**src/logic/adc_start_trig_regs.vh**
```
// register map, field positions and reset values of the converter start/trigger block
`ifndef ADC_START_TRIG_REGS_VH
`define ADC_START_TRIG_REGS_VH

`define CONV_CONTROL_ADDR      12'h000
`define CONV_TRIG_SELECT_ADDR  12'h004
`define CONV_MODE_STATUS_ADDR  12'h008

`define CONV_GO_BIT            13
`define MOD1_GROUP1_TRIG_MSB   15
`define MOD1_GROUP1_TRIG_LSB   12
`define MOD0_GROUP1_TRIG_MSB   11
`define MOD0_GROUP1_TRIG_LSB   8
`define MOD1_TRIG_MSB          7
`define MOD1_TRIG_LSB          4
`define MOD0_TRIG_MSB          3
`define MOD0_TRIG_LSB          0

`define CONV_DONE_FLAG_BIT     15
`define HW_TRIGGER_GATE_BIT    11
`define CONV_MODE_MSB          5
`define CONV_MODE_LSB          4

`define MODE_SINGLE            2'h0
`define MODE_SCAN4             2'h1
`define MODE_SCAN2             2'h2

`define TRIG_SELECT_RESET      16'h0000
`define CONV_MODE_RESET        2'h0
`endif

```
**src/logic/adc_start_trigger_control.v**
```verilog
// converter start, stop and trigger-source selection with an apb register port
`timescale 1ns/10ps
`include "adc_start_trig_regs.vh"
// Behaviour
// - go bit low halts converter, idle
// - writing go bit starts conversion
// - single mode clears go at end
// - bits 15:12 pick module 1 group-1 trigger
// - bits 11:8 pick module 0 group-1 trigger
// - bits 7:4 pick module 1 trigger
// - bits 3:0 pick module 0 trigger
// - trigger select resets to zero
// - done flag set at scan end, read-then-clear
// - trigger gate bit high blocks triggers
// - two-bit mode field selects conversion mode
//
// notes for integration
// - register map: control word, trigger select word, mode and status word
// - the control word stores only the go bit; every other bit reads zero
// - software keeps reserved control bits at zero; hardware ignores them
// - the go bit is the converter's run level: high converts, low idles
// - clearing go halts the core at once; no conversion is finished first
// - in single mode the core's end pulse drops go by itself
// - in the scan modes go stays high; the end pulse raises the done flag
// - mode code three is taken as a scan mode, so go is kept there too
// - the done flag clears only by writing zero after reading it as one
// - a read that sees the flag set arms the clear; a later write uses it
// - a set from an end pulse wins over a clear written in the same cycle
// - a hardware trigger wins over a software or end-of-single clear
// - the trigger gate bit is active high: one blocks every trigger
// - trigger select codes index the sixteen source pulses directly
// - module 0 start comes from its own field, or from its group-1 field
//   while the mode field says two-channel scan
// - module 1 fields only leave as registered trigger pulses, one cycle
//   after the source pulse; the module 1 core owns its own go bit
// - sources are taken as synchronous pulses, one clock wide
//
// bus timing
// - one wait state on every transfer: pready rises in the second cycle
//   of the access phase and stands for one cycle
// - a write lands at the edge where psel, penable and pready are all high
// - read data is launched with pready and is zero at every other time
// - an unmapped address answers with pslverr and zero data, no write
//
// trade-offs
// - converter outputs are registered copies of the next-state values, so the
//   converter sees go in the same cycle as the internal register
// - a fixed wait state costs one cycle per access but keeps the read
//   mux off the bus output path
module adc_start_trigger_control (
  // clock and reset
  input  wire        i_ref_clk,
  input  wire        i_rst,
  // apb slave
  input  wire        i_psel,
  input  wire        i_penable,
  input  wire        i_pwrite,
  input  wire [11:0] i_paddr,
  input  wire [31:0] i_pwdata,
  output reg  [31:0] o_prdata,
  output reg         o_pready,
  output reg         o_pslverr,
  // conversion core
  input  wire        i_conv_end,
  output reg         o_conv_go,
  output reg  [1:0]  o_conv_mode,
  output reg         o_conv_done_flag,
  // trigger sources and module 1 trigger outputs
  input  wire [15:0] i_trig_src,
  output reg         o_mod1_trig,
  output reg         o_mod1_group1_trig
);

  reg  [15:0] trig_sel_reg;
  reg  [1:0]  mode_reg;
  reg         gate_reg;
  reg         go_reg;
  reg         done_reg;
  reg         done_seen_reg;
  reg  [15:0] trig_sel_next;
  reg  [1:0]  mode_next;
  reg         gate_next;
  reg         go_next;
  reg         done_next;
  reg         done_seen_next;
  reg  [31:0] rdata_next;
  reg         err_next;
  wire        xfer_done;
  wire        wr_en;
  wire        rd_en;
  wire        answer_now;
  wire        trig_ok;
  wire        mod0_trig;
  wire        mod0_group1_trig;
  wire        is_scan2;
  wire [3:0]  field_hit;
  genvar      f;

  // one wait state: pready rises one cycle into the access phase
  assign answer_now = i_psel & i_penable & ~o_pready;
  assign xfer_done  = i_psel & i_penable & o_pready;
  assign wr_en      = xfer_done & i_pwrite;
  assign rd_en      = xfer_done & ~i_pwrite;

  // source selection per field; an active-high gate bit disables triggering
  assign trig_ok          = ~gate_reg;
  assign is_scan2         = (mode_reg == `MODE_SCAN2);
  // one selector per field: 0 module 0, 1 module 1, 2 module 0 group 1, 3 module 1 group 1
  generate
    for (f = 0; f < 4; f = f + 1) begin : g_field
      assign field_hit[f] = i_trig_src[trig_sel_reg[4*f+3:4*f]];
    end
  endgenerate
  assign mod0_trig        = field_hit[0];
  assign mod0_group1_trig = field_hit[2] & is_scan2;

  // register next-state logic
  always @* begin
    trig_sel_next  = trig_sel_reg;
    mode_next      = mode_reg;
    gate_next      = gate_reg;
    go_next        = go_reg;
    done_next      = done_reg;
    done_seen_next = done_seen_reg;
    if (wr_en) begin
      if (i_paddr == `CONV_CONTROL_ADDR) begin
        // only the go bit is stored; other bits are reserved and kept at zero by software
        go_next = i_pwdata[`CONV_GO_BIT];
      end else if (i_paddr == `CONV_TRIG_SELECT_ADDR) begin
        trig_sel_next = i_pwdata[15:0];
      end else if (i_paddr == `CONV_MODE_STATUS_ADDR) begin
        mode_next = i_pwdata[`CONV_MODE_MSB:`CONV_MODE_LSB];
        gate_next = i_pwdata[`HW_TRIGGER_GATE_BIT];
        // the flag only clears if software saw it set first
        if (!i_pwdata[`CONV_DONE_FLAG_BIT] && done_seen_reg) begin
          done_next      = 1'b0;
          done_seen_next = 1'b0;
        end
      end
    end
    if (rd_en && (i_paddr == `CONV_MODE_STATUS_ADDR) && done_reg) begin
      done_seen_next = 1'b1;
    end
    // end of conversion: single mode drops go, scan modes raise the flag
    if (i_conv_end && go_reg) begin
      if (mode_reg == `MODE_SINGLE) begin
        go_next = 1'b0;
      end else begin
        done_next = 1'b1;
      end
    end
    // a hardware trigger wins over a same-cycle clear
    if (trig_ok && (mod0_trig || mod0_group1_trig)) begin
      go_next = 1'b1;
    end
  end

  // read mux and unmapped-address answer
  always @* begin
    rdata_next = 32'h0000_0000;
    err_next   = 1'b0;
    if (i_paddr == `CONV_CONTROL_ADDR) begin
      rdata_next[`CONV_GO_BIT] = go_reg;
    end else if (i_paddr == `CONV_TRIG_SELECT_ADDR) begin
      rdata_next[15:0] = trig_sel_reg;
    end else if (i_paddr == `CONV_MODE_STATUS_ADDR) begin
      rdata_next[`CONV_DONE_FLAG_BIT]              = done_reg;
      rdata_next[`HW_TRIGGER_GATE_BIT]             = gate_reg;
      rdata_next[`CONV_MODE_MSB:`CONV_MODE_LSB]    = mode_reg;
    end else begin
      err_next = 1'b1;
    end
  end

  // state registers
  always @(posedge i_ref_clk) begin
    if (i_rst) begin
      trig_sel_reg  <= `TRIG_SELECT_RESET;
      mode_reg      <= `CONV_MODE_RESET;
      gate_reg      <= 1'b0;
      go_reg        <= 1'b0;
      done_reg      <= 1'b0;
      done_seen_reg <= 1'b0;
    end else begin
      trig_sel_reg  <= trig_sel_next;
      mode_reg      <= mode_next;
      gate_reg      <= gate_next;
      go_reg        <= go_next;
      done_reg      <= done_next;
      done_seen_reg <= done_seen_next;
    end
  end

  // registered outputs; module 1 triggers leave one cycle after the source pulse
  always @(posedge i_ref_clk) begin
    if (i_rst) begin
      o_prdata           <= 32'h0000_0000;
      o_pready           <= 1'b0;
      o_pslverr          <= 1'b0;
      o_conv_go          <= 1'b0;
      o_conv_mode        <= `CONV_MODE_RESET;
      o_conv_done_flag   <= 1'b0;
      o_mod1_trig        <= 1'b0;
      o_mod1_group1_trig <= 1'b0;
    end else begin
      o_pready           <= answer_now;
      o_pslverr          <= answer_now & err_next;
      o_prdata           <= answer_now ? rdata_next : 32'h0000_0000;
      o_conv_go          <= go_next;
      o_conv_mode        <= mode_next;
      o_conv_done_flag   <= done_next;
      o_mod1_trig        <= trig_ok & field_hit[1];
      o_mod1_group1_trig <= trig_ok & is_scan2 & field_hit[3];
    end
  end

endmodule // adc_start_trigger_control

```
**config.mk**
```make
export PLATFORM = sky130hd
export DESIGN_NAME = adc_start_trigger_control
export DESIGN_NICKNAME = d
export VERILOG_FILES = /design/src/logic/adc_start_trigger_control.v
export VERILOG_INCLUDE_DIRS = /design/src /design/src/logic
export SDC_FILE = /design/constraint.sdc
export NUM_CORES = 1
export LEC_CHECK = 0
export ABC_AREA = 1
export BUFFER_PORTS_ARGS = -buffer_cell sky130_fd_sc_hd__buf_2
export CORE_ASPECT_RATIO = 0.7
export CORE_MARGIN = 2
export CORE_UTILIZATION = 28
export CTS_BUF_LIST = sky130_fd_sc_hd__clkbuf_2 sky130_fd_sc_hd__clkbuf_4 sky130_fd_sc_hd__clkbuf_8
export DETAILED_ROUTE_END_ITERATION = 7
export SLEW_MARGIN = 20
export SYNTH_ARGS = -nofsm -noshare
export SYNTH_HDL_FRONTEND = slang
export SYNTH_SLANG_ARGS = --single-unit
```
**constraint.sdc**
```tcl
create_clock -name i_ref_clk -period 2.1 [get_ports i_ref_clk]
set_input_delay 0 -clock i_ref_clk [delete_from_list [all_inputs] [get_ports i_ref_clk]]
set_output_delay 0 -clock i_ref_clk [all_outputs]
set_load 0.03 [all_outputs]
```
Word-level counts from Yosys, hierarchy flattened
Cells that the tools add are included.
{"block": "classes", "n_lt_le_gt_ge": 4, "n_reduce_logical": 18, "eq_ne": 5, "bitwise": 16, "muxes": 37}
{"cell": "$mux 1", "count": 30}
{"cell": "$lt 4x5->1 const B", "count": 4}
{"cell": "$bmux 1 s4", "count": 4}
{"cell": "$eq 12x3->1 const B", "count": 1}
{"cell": "$eq 12x4->1 const B", "count": 1}
{"cell": "$logic_not 12->1", "count": 1}
{"cell": "$and 1x1->1", "count": 10}
{"cell": "$mux 2", "count": 3}
{"cell": "$not 1->1", "count": 6}
{"cell": "$reduce_bool 2->1", "count": 3}
{"cell": "$logic_and 1x1->1", "count": 5}
{"cell": "$reduce_and 5->1", "count": 1}
{"cell": "$ne 2x1->1 const B", "count": 2}
{"cell": "$reduce_and 4->1", "count": 1}
{"cell": "$reduce_or 4->1", "count": 1}
{"cell": "$reduce_and 3->1", "count": 1}
{"cell": "$reduce_or 3->1", "count": 1}
{"cell": "$eq 2x2->1 const B", "count": 1}
{"cell": "$logic_not 2->1", "count": 1}
{"cell": "$reduce_or 2->1", "count": 1}
{"cell": "$logic_not 1->1", "count": 1}
{"cell": "$logic_or 1x1->1", "count": 1}
{"block": "totals", "ff_bits": 58, "output_inout_bits": 40, "elab_cells": 94, "input_bits": 66}

Logic depth before layout (Yosys ltp)
Gate-level depths: netlist (run 1).
{"block": "logic_depth", "ltp_word": 9, "depth_mapped": 10, "ltp_nobuf": 9}

Worst setup path after synthesis (run 1)
No wires, ideal clock.
{"block": "synth_timing", "path_type": "register -> register", "from": "register o_pready", "to": "register o_conv_mode[0]", "n_path_buf": 0, "setup_slack_ns": 0.677, "period_less_slack_ns": 1.423, "required_time_ns": 1.984, "setup_time_ns": 0.116, "path_stages_with_launch": 7, "arrival_time_ns": 1.306, "path_cell_list": "dfxtp_1 -> nand3_1 -> nor2_4 -> and3_1 -> inv_2 -> nor2_1 -> nor2_1"}
{"block": "synth_via", "elab_chain_cells": 3}
{"item": "start: declaration", "line": "adc_start_trigger_control.v:61", "source": "output reg o_pready,"}
{"item": "start signal: assignment", "line": "adc_start_trigger_control.v:206", "source": "o_pready <= answer_now;"}
{"item": "$and 1x1->1", "line": "adc_start_trigger_control.v:101", "source": "assign xfer_done = i_psel & i_penable & o_pready;"}
{"item": "$and 1x1->1", "line": "adc_start_trigger_control.v:102", "source": "assign wr_en = xfer_done & i_pwrite;"}
{"item": "$reduce_and 4->1 (no source line)"}
{"item": "end signal: assignment", "line": "adc_start_trigger_control.v:201", "source": "o_conv_mode <= `CONV_MODE_RESET;"}
{"item": "end signal: assignment", "line": "adc_start_trigger_control.v:210", "source": "o_conv_mode <= mode_next;"}
{"item": "end: declaration", "line": "adc_start_trigger_control.v:66", "source": "output reg [1:0] o_conv_mode,"}
No other way between the ends.
A chain may end at the register's enable or synchronous reset.

Worst setup path in the final report (run 1)
{"block": "layout_timing", "from": "register trig_sel_reg[0]", "to": "register o_conv_go"}
{"block": "layout_via", "elab_chain_cells": 5}
{"item": "start: declaration", "line": "adc_start_trigger_control.v:74", "source": "reg [15:0] trig_sel_reg;"}
{"item": "start signal: assignment", "line": "adc_start_trigger_control.v:178", "source": "trig_sel_reg <= `TRIG_SELECT_RESET;"}
{"item": "start signal: assignment", "line": "adc_start_trigger_control.v:185", "source": "trig_sel_reg <= trig_sel_next;"}
{"item": "$bmux 1 s4", "line": "adc_start_trigger_control.v:111", "source": "assign field_hit[f] = i_trig_src[trig_sel_reg[4*f+3:4*f]];"}
{"item": "$mux 1 (not written as such)", "line": "adc_start_trigger_control.v:111"}
{"item": "$logic_or 1x1->1", "line": "adc_start_trigger_control.v:153", "source": "if (trig_ok && (mod0_trig || mod0_group1_trig)) begin"}
{"item": "$logic_and 1x1->1", "line": "adc_start_trigger_control.v:153"}
{"item": "$mux 1", "line": "adc_start_trigger_control.v:153"}
{"item": "end signal: assignment", "line": "adc_start_trigger_control.v:209", "source": "o_conv_go <= go_next;"}
{"item": "end: declaration", "line": "adc_start_trigger_control.v:65", "source": "output reg o_conv_go,"}
No other way between the ends. The select of a mux whose other input is x is not followed.

==> results.yml, run 1 <==
global_routing:
  antenna_found_initial: 0
  grt_max_degree: 33
  grt_use_total_pct: 15.4
  grt_overflow_total: 0
  grt_pass1_vias: 2246
  grt_first_pass_wirelength_um: 11000
timing:
  worst_slew_pin_slew_ns: 0.549
  final_hold_viol_count: 0
  rsz0062_at_grt: "no"
  drv_slew: 0
  whs_ns: 0.0260
  clock_skew_ns: 0.0108
  fmax_mhz: 672
  setup_tns_ns: 0
  min_period_over_period_pct: 70.9
  maxSlewHeadroom_pct: 63.2
  setup_viol: 0
  min_period_ns: 1.49
power:
  irDropWorstVdd_v: 0.000210
  power_density_nw_per_um2: 560
  p_leak_nw: 1.51
floorplanning:
  std_cell_rows: 27
  placeableCoreArea_sq_um: 8010
  die_w_um: 113
  die_h_um: 80.6
  die-area_sq_um: 9140
  boundaryPins: 106
  start_util_pct: 29.3
worst_setup_path:
  path_max_fanout: 10
  worstPathArrival_ns: 1.69
  critPathLaunch: "trig_sel_reg[0]$_SDFFE_PP0P_"
  path_class: "reg -> reg"
  cp-start-kind: "flip-flop"
  worstPathRequired_ns: 2.30
  r2r-start: "trig_sel_reg[0]$_SDFFE_PP0P_"
  end_kind: "flip-flop"
clock_network:
  path_clk_slew_ns: 0.09
  clkSinkCount: 42
  cts_tree: "built"
  clk_latency_ns: 0.30
  cts_root_buffer: "clkbuf_8"
  clk_path_buf_depth: 2
  ctsResizeCount: 0
  cts_buffers: 5
  h-tree-depth: 2
drt:
  wl_per_cell_um: 12.4
  drt-initial-drc-count: 154
  first_pass_iters: 5
  ant_nets: 0
  drc: 0
  drt-vias-per-instance: 4.52
  via_count: 2493
  wirelength_um: 6870
synthesis:
  yosys_register_bits: 42
  ys_warn_count: 0
  synth_cells: 367
  ys_seq_area_share_pct: 35.8
  yosys-top-cells-area: "dfxtp_1 (36%), nand2_1 (15%), nor2_1 (10%)"
  netlist_area_sq_um: 2350
  yosysTopAreaCell: "dfxtp_1"
  synth.distinct_cells: 26
  syn_area_per_cell_sq_um: 6.39
  synth_top_area_share_pct: 35.8
finish:
  areaGrowthSynthToFinish_pct: 26.9
  fill_cells: 867
  drive_gt1_share_pct: 19.7
  antennaDiodeCount: 0
  final_nets: 517
outcome:
  status: "complete, no violations"
placement:
  place.gp.congestion: 0.890
  dpl.hpwl_um: 5180
  io_buffers: 73
run:
  drv_cap: 0
worst_hold_path:
  hold_path_startpoint: "i_penable"
  hold_path.class: "in -> reg"
==> final timing paths <==
kind	endpoint	slack, ns	depth (start not counted)
worst max-delay path	o_conv_go$_SDFF_PP0_	0.61	7
worst min-delay path	o_pready$_SDFF_PP0_	0.03	3
worst max register to register	o_conv_go$_SDFF_PP0_	0.61	7
worst min register to register	done_seen_reg$_SDFFE_PP0P_	0.47	2
==> where the power goes <==
group | leakage [nW] | switching (mW) | internal [mW] | total [mW]
registers | 0.339 | 0.00289 | 0.800 | 0.803
clock network | 0.0573 | 0.278 | 0.381 | 0.659
logic | 1.12 | 0.129 | 0.0774 | 0.206
==> synth_stat cells (all sizes together) <==
cell type and number:
nand4 1, and2 1, o21a 1, conb 1
nand2 96, o211ai 9, nand3 43, buf 28
and3 1, dfxtp 42, nor3 6, o22ai 2
inv 41, a21oi 12, nor2 66, clkinv 2
o21ai 15
==> cell usage in the layout (no fill, tap or decap) <==
cell,instances
nand3_2,1
clkbuf_8,6
nor2_4,2
nand2_2,1
o21a_1,1
buf_2,73
conb_1,16
nor2_1,64
nand2_1,94
nor3_2,1
o22ai_1,2
o211ai_1,9
and2_0,1
dlygate4sd3_1,17
bufinv_16,1
o21ai_0,15
clkinv_1,2
and3_1,1
inv_1,39
nor3_1,4
a21oi_1,12
dfxtp_1,42
inv_2,2
nor3_4,1
nand4_1,1
nand3_1,42
nand2_4,1
==> worst max-delay path, cell delays in order, from the launching register on <==
cell and delay, ns:
dfxtp_1 0.50, clkinv_1 0.32, nand2_1 0.14, nand3_1 0.09, nand3_1 0.09, nand3_1 0.07
nand3_1 0.10, nand3_1 0.08
==> layout make-up <==
cell class	count	area (sq um)	area share [%]
clock inverters	1	30.0	1.01
flip-flops and latches	42	841	28.2
repair buffers	90	536	18.0
multi-input cells	269	1200	40.3
inverters	43	161	5.42
clock buffers	6	82.6	2.77
well taps	101	126	4.24
==> cells by family (layout without fill, tap and decap cells) <==
logic type | Yosys count | count (layout) | share of synthesized area (%)
AO/OA/AOI/OAI | 39 | 39 | 9.49
buffers and inverters | 71 | 140 | 15.4
other | 1 | 16 | 0.160
flip-flops | 42 | 42 | 35.8
AND/OR/NAND/NOR | 214 | 214 | 39.1
==> routing by layer <==
| metal | global-route usage (%) | routed length [um] |
|---|---|---|
| met1 | 21.6 | 3430 |
| met2 | 22.9 | 2820 |
| met3 | 3.40 | 505 |
| met4 | 5.61 | 112 |
| met5 | 0 | 0 |
==> per-stage QoR <==
step                util [%]  area (sq um)  instances  total power [mW]  setup slack [ns]
global route            37.2          2980        552              1.75             0.416
floorplan                  -          2400        382             0.944             0.677
global placement        33.7          2700        528              1.00             0.666
detailed placement      33.7          2700        528              1.00             0.627
finish                  37.2          2980        552              1.67             0.611
CTS                     37.2          2980        552              1.69             0.619
==> repair_timing <==
action,4_1_cts,5_1_grt
buffers inserted,0,0
hold buffers,17,0
setup endpoints to repair,0,0
endpoints found under the hold margin,21,0
No activity file was read; power rests on OpenSTA's default activity.
==> run 2: changes to the inputs <==
==> constraint.sdc (replaced) <==
create_clock -name i_ref_clk -period 1.4 [get_ports i_ref_clk]
set_input_delay 0 -clock i_ref_clk [delete_from_list [all_inputs] [get_ports i_ref_clk]]
set_output_delay 0 -clock i_ref_clk [all_outputs]
set_load 0.03 [all_outputs]
==> run 2 against run 1 <==
Count of clock-buffer cells in the layout unchanged. Design area up 2.5%. Non-clock buffer count is 9 higher. Core utilization rose by 0.94 points. Sequential power increased by 51%. Die area unchanged. First-iteration DRC count is 16% higher. Largest power group unchanged. Worst setup slack got worse by 0.49 ns. Largest cell class unchanged. Critical path depth is 1 lower. Critical path type unchanged.
==> results.yml, run 2 (synthesis gave the netlist of run 1 again) <==
clock_network:
  cts_tree: "built"
  clk_latency_ns: 0.29
  clkSinkCount: 42
  cts_setup_buffers: 0
  cts_buffers: 5
  path_clk_slew_ns: 0.08
  h-tree-depth: 2
  cts_root_buffer: "clkbuf_8"
  clk_path_buf_depth: 2
floorplanning:
  placeableCoreArea_sq_um: 8010
  die-area_sq_um: 9140
  std_cell_rows: 27
  start_util_pct: 29.3
  die_w_um: 113
  boundaryPins: 106
  die_h_um: 80.6
worst_setup_path:
  cp-start-kind: "flip-flop"
  path_delay_family: "simple AND/OR/NAND/NOR gates"
  path_max_fanout: 11
  end_kind: "flip-flop"
  cpPeakStageDelay_ns: 0.37
  worstPathCellList: "nand3_1 > nor2_4 > nand2_4 > buf_12 > nor2_1 > nor2_1"
  worstPathArrival_ns: 1.46
  worstPathRequired_ns: 1.58
  path_common_cell: "nor2_1"
  path_class: "reg -> reg"
  path_buf_inv: 1
  slowest_stage: "dfxtp_2"
global_routing:
  antenna_found_initial: 0
  grt_pass1_vias: 2253
  grt_max_degree: 21
  grt_overflow_total: 0
  grt_first_pass_wirelength_um: 11100
  grt_use_total_pct: 15.5
placement:
  dpl.hpwl_um: 5540
  io_buffers: 73
  place.gp.congestion: 0.876
drt:
  wl_per_cell_um: 12.4
  drt-vias-per-instance: 4.49
  ant_nets: 0
  first_pass_iters: 4
  drt-initial-drc-count: 179
  via_count: 2526
  drc: 0
  wirelength_um: 6970
power:
  irDropWorstVdd_v: 0.000345
  power_density_nw_per_um2: 762
  p_total_mw: 2.33
  p_leak_nw: 1.56
finish:
  final_cell_mix: "nand2_1 (94), buf_2 (73), nor2_1 (64)"
  fin_util_pct: 38.1
  antennaDiodeCount: 0
  areaGrowthSynthToFinish_pct: 30.1
  final_nets: 526
  drive_gt1_share_pct: 22.1
  final_common_cell: "nand2_1"
timing:
  setup_viol: 0
  rsz0062_at_grt: "no"
  clock_skew_ns: 0.00650
  final_hold_viol_count: 0
  fmax_mhz: 781
  drv_slew: 0
  min_period_over_period_pct: 91.5
  setup_tns_ns: 0
  min_period_ns: 1.28
outcome:
  status: "complete, no violations"
worst_hold_path:
  hold_path.class: "in -> reg"
run:
  drv_cap: 0
run 2: cell count changes in the layout (fill, tap and decap cells not counted):
cell           previous run  this run
dlygate4sd3_1            17        16
buf_4                     0         8
dfxtp_2                   0         2
dfxtp_1                  42        40
clkinv_2                  0         1
buf_12                    0         2
bufinv_16                 1         0
clkinvlp_4                0         1
run 2: path summary, 6_finish.rpt:
check | start | end | slack [ns] | cells after the start
worst min-delay path | i_pwdata[15] | trig_sel_reg[15]$_SDFFE_PP0P_ | 0.01 | 3
worst min register to register | done_seen_reg$_SDFFE_PP0P_ | done_seen_reg$_SDFFE_PP0P_ | 0.47 | 2
worst max register to register | o_pready$_SDFF_PP0_ | trig_sel_reg[11]$_SDFFE_PP0P_ | 0.12 | 6
worst max-delay path | o_pready$_SDFF_PP0_ | trig_sel_reg[11]$_SDFFE_PP0P_ | 0.12 | 6
run 2: metal layers:
metal | up-vias | GRT usage (%) | wire length [um]
li1 | 1306 | - | -
met1 | 1133 | 23.4 | 3490
met2 | 81 | 21.7 | 2870
met3 | 6 | 3.62 | 538
met4 | 0 | 4.02 | 73
met5 | - | 0 | 0
run 2: repair_timing:
action,in CTS,in global routing
endpoints found under the hold margin,20,0
gates resized for setup,0,1
setup endpoints to repair,0,1
hold buffers,16,0
run 2: area by class of cell:
class | instances | area [sq um]
inverter | 43 | 161
multi-input combinational | 269 | 1200
tap | 101 | 126
timing repair buffer | 99 | 626
clock inverter | 2 | 12.5
fill | 900 | 4950
clock buffer | 6 | 82.6
sequential | 42 | 843
run 2: per-stage QoR:
| stage | hold WS (ns) | worst slack [ns] | std cells | instance area, sq um |
|---|---|---|---|---|
| 6_report | 0.0136 | 0.120 | 562 | 3050 |
| 5_1_grt | 0.0226 | 0.00171 | 562 | 3050 |
| 4_1_cts | 0.00312 | 0.126 | 562 | 3050 |
| 3_5_place_dp | 0.231 | 0.145 | 538 | 2800 |
| 3_3_place_gp | 0.224 | 0.153 | 538 | 2800 |
| 2_1_floorplan | 0.0691 | 0.139 | 382 | 2400 |
run 2: worst min-delay path: cells and delay by family:
kind | cells | cell delay, ns
AND/OR/NAND/NOR | 2 | 0.17
buffers and inverters | 1 | 0.09
run 2: power breakdown:
part | total, mW | switching [mW] | internal [mW]
Clock | 0.812 | 0.416 | 0.396
Sequential | 1.21 | 0.00477 | 1.20
Combinational | 0.309 | 0.191 | 0.118
Total | 2.33 | 0.612 | 1.71
==> run 3: changes to the inputs <==
--- a/config.mk
+++ b/config.mk
@@ -13,6 +13,7 @@
 export CORE_UTILIZATION = 28
 export CTS_BUF_LIST = sky130_fd_sc_hd__clkbuf_2 sky130_fd_sc_hd__clkbuf_4 sky130_fd_sc_hd__clkbuf_8
 export DETAILED_ROUTE_END_ITERATION = 7
+export PLACE_DENSITY = 0.56
 export SLEW_MARGIN = 20
 export SYNTH_ARGS = -nofsm -noshare
 export SYNTH_HDL_FRONTEND = slang
==> run 3 against run 2 <==
Highest routed layer unchanged. Global-route usage decreased by 0.11 points. First-iteration DRC count increased by 16%. Largest power group unchanged. Core utilization increased by 0.52 points.
==> results.yml, run 3 (synthesis gave the netlist of run 1 again) <==
outcome:
  status: "complete, no violations"
drt:
  first_pass_iters: 4
  drt-vias-per-instance: 4.48
  route.met3.wl_um: 416
  ant_nets: 0
  drc: 0
  top_layer: "met4"
  wirelength_um: 7000
  via_count: 2517
  wl_met2_um: 3020
  wl_per_cell_um: 12.5
  wl_met1_um: 3480
  drt-initial-drc-count: 208
floorplanning:
  start_util_pct: 29.3
  die_h_um: 80.6
  std_cell_rows: 27
  die_w_um: 113
  placeableCoreArea_sq_um: 8010
  die-area_sq_um: 9140
  boundaryPins: 106
power:
  power.share.clock_pct: 43.2
  p_comb_share_pct: 11.8
  power_switching_share_pct: 24.1
  p_leak_nw: 1.57
  irDropWorstVdd_v: 0.000537
  power_density_nw_per_um2: 866
  pwr-share-seq_pct: 45.0
  p_switching_uw: 644
  p_int_mw: 2.03
clock_network:
  clk_latency_ns: 0.30
  cts_tree: "built"
  path_clk_slew_ns: 0.09
  clkSinkCount: 42
  cts_root_buffer: "clkbuf_8"
  cts_buffers: 5
  clk_path_buf_depth: 2
  h-tree-depth: 2
worst_setup_path:
  end_kind: "flip-flop"
  endpoint: "trig_sel_reg[9]$_SDFFE_PP0P_"
  path_max_fanout: 25
  r2r-start: "o_pready$_SDFF_PP0_"
  crit-reg2reg-capture: "trig_sel_reg[9]$_SDFFE_PP0P_"
  r2r_setup_slack_ns: 0.17
  reg2regPathDepth: 7
  critPathLaunch: "o_pready$_SDFF_PP0_"
  worstPathArrival_ns: 1.46
  worstPathRequired_ns: 1.63
  path_class: "reg -> reg"
  cp-start-kind: "flip-flop"
global_routing:
  grt_pass1_vias: 2175
  antenna_found_initial: 0
  grt_first_pass_wirelength_um: 10800
  grt_max_degree: 26
  grt_overflow_total: 0
  grt_use_total_pct: 15.4
timing:
  clock_skew_ns: 0.0121
  fmax_mhz: 815
  min_period_ns: 1.23
  drv_slew: 0
  min_period_over_period_pct: 87.7
  setup_ws_ns: 0.172
  setup_tns_ns: 0
  setup_viol: 0
  final_hold_viol_count: 0
  rsz0062_at_grt: "no"
finish:
  final_cell_mix: "nand2_1 (94), buf_2 (73), nor2_1 (64)"
  drive_gt1_share_pct: 22.3
  final_nets: 526
  areaGrowthSynthToFinish_pct: 31.9
  stdcell_area_sq_um: 3090
  antennaDiodeCount: 0
  final_common_cell: "nand2_1"
placement:
  place.gp.congestion: 0.876
  io_buffers: 73
  post-place-ws_ns: 0.137
  place_area_sq_um: 2770
  dpl.hpwl_um: 5310
worst_hold_path:
  hold_path.class: "in -> reg"
run:
  drv_cap: 0
run 3: how the worst min path moves through the flow:
| stage | start | to | cells after the start |
|---|---|---|---|
| 2_1_floorplan | i_rst | done_seen_reg$_SDFFE_PP0P_ | 1 |
| 4_1_cts | i_conv_end | o_conv_done_flag$_SDFF_PP0_ | 5 |
| 3_5_place_dp | i_pwdata[6] | trig_sel_reg[6]$_SDFFE_PP0P_ | 3 |
| 5_1_grt | i_penable | done_seen_reg$_SDFFE_PP0P_ | 5 |
| 6_report | i_conv_end | o_conv_done_flag$_SDFF_PP0_ | 5 |
| 3_3_place_gp | i_pwdata[9] | trig_sel_reg[9]$_SDFFE_PP0P_ | 3 |
run 3: power by group through the flow:
stage                     clock (mW)  combinational (mW)  sequential [mW]
after floorplan                    0               0.170             1.25
after global routing            1.25               0.345             1.21
after CTS                       1.20               0.314             1.21
final                           1.16               0.317             1.20
after global placement             0               0.277             1.23
after detailed placement           0               0.277             1.23
run 3: repair_timing:
| action | 4_1_cts | 5_1_grt |
|---|---|---|
| gates resized for setup | 0 | 3 |
| hold endpoints to repair | 21 | 0 |
| hold buffers | 17 | 0 |
| setup endpoints to repair | 0 | 3 |
| setup buffers | 0 | 1 |
run 3: stage by stage:
stage	util (%)	hold slack [ns]	std cells	total power, mW
final	38.6	0.0688	562	2.68
after global routing	38.6	0.103	562	2.80
after CTS	38.4	0.0639	561	2.72
after detailed placement	34.6	0.235	536	1.51
after global placement	34.6	0.223	536	1.51
after floorplan	-	0.0691	382	1.42
run 3: layout make-up:
cell class	count	area [sq um]
Clock inverter	3	68.8
Fill cell	837	4910
Clock buffer	5	68.8
Tap cell	101	126
Inverter	43	165
Timing Repair Buffer	99	616
Sequential cell	42	843
Multi-Input combinational cell	269	1210
run 3: worst max-delay path, stage by stage (launching register included):
cell     delay, ns
dfxtp_2       0.38
nand3_2       0.11
nor2_4        0.18
nand2_4       0.11
buf_12        0.17
nand2_1       0.06
nand2_1       0.05
nor2_1        0.09
run 3: metal layers:
| layer | track usage, % | up-vias |
|---|---|---|
| li1 | - | 1304 |
| met1 | 22.1 | 1125 |
| met2 | 23.2 | 78 |
| met3 | 3.09 | 10 |
| met4 | 4.39 | 0 |
| met5 | 0 | - |
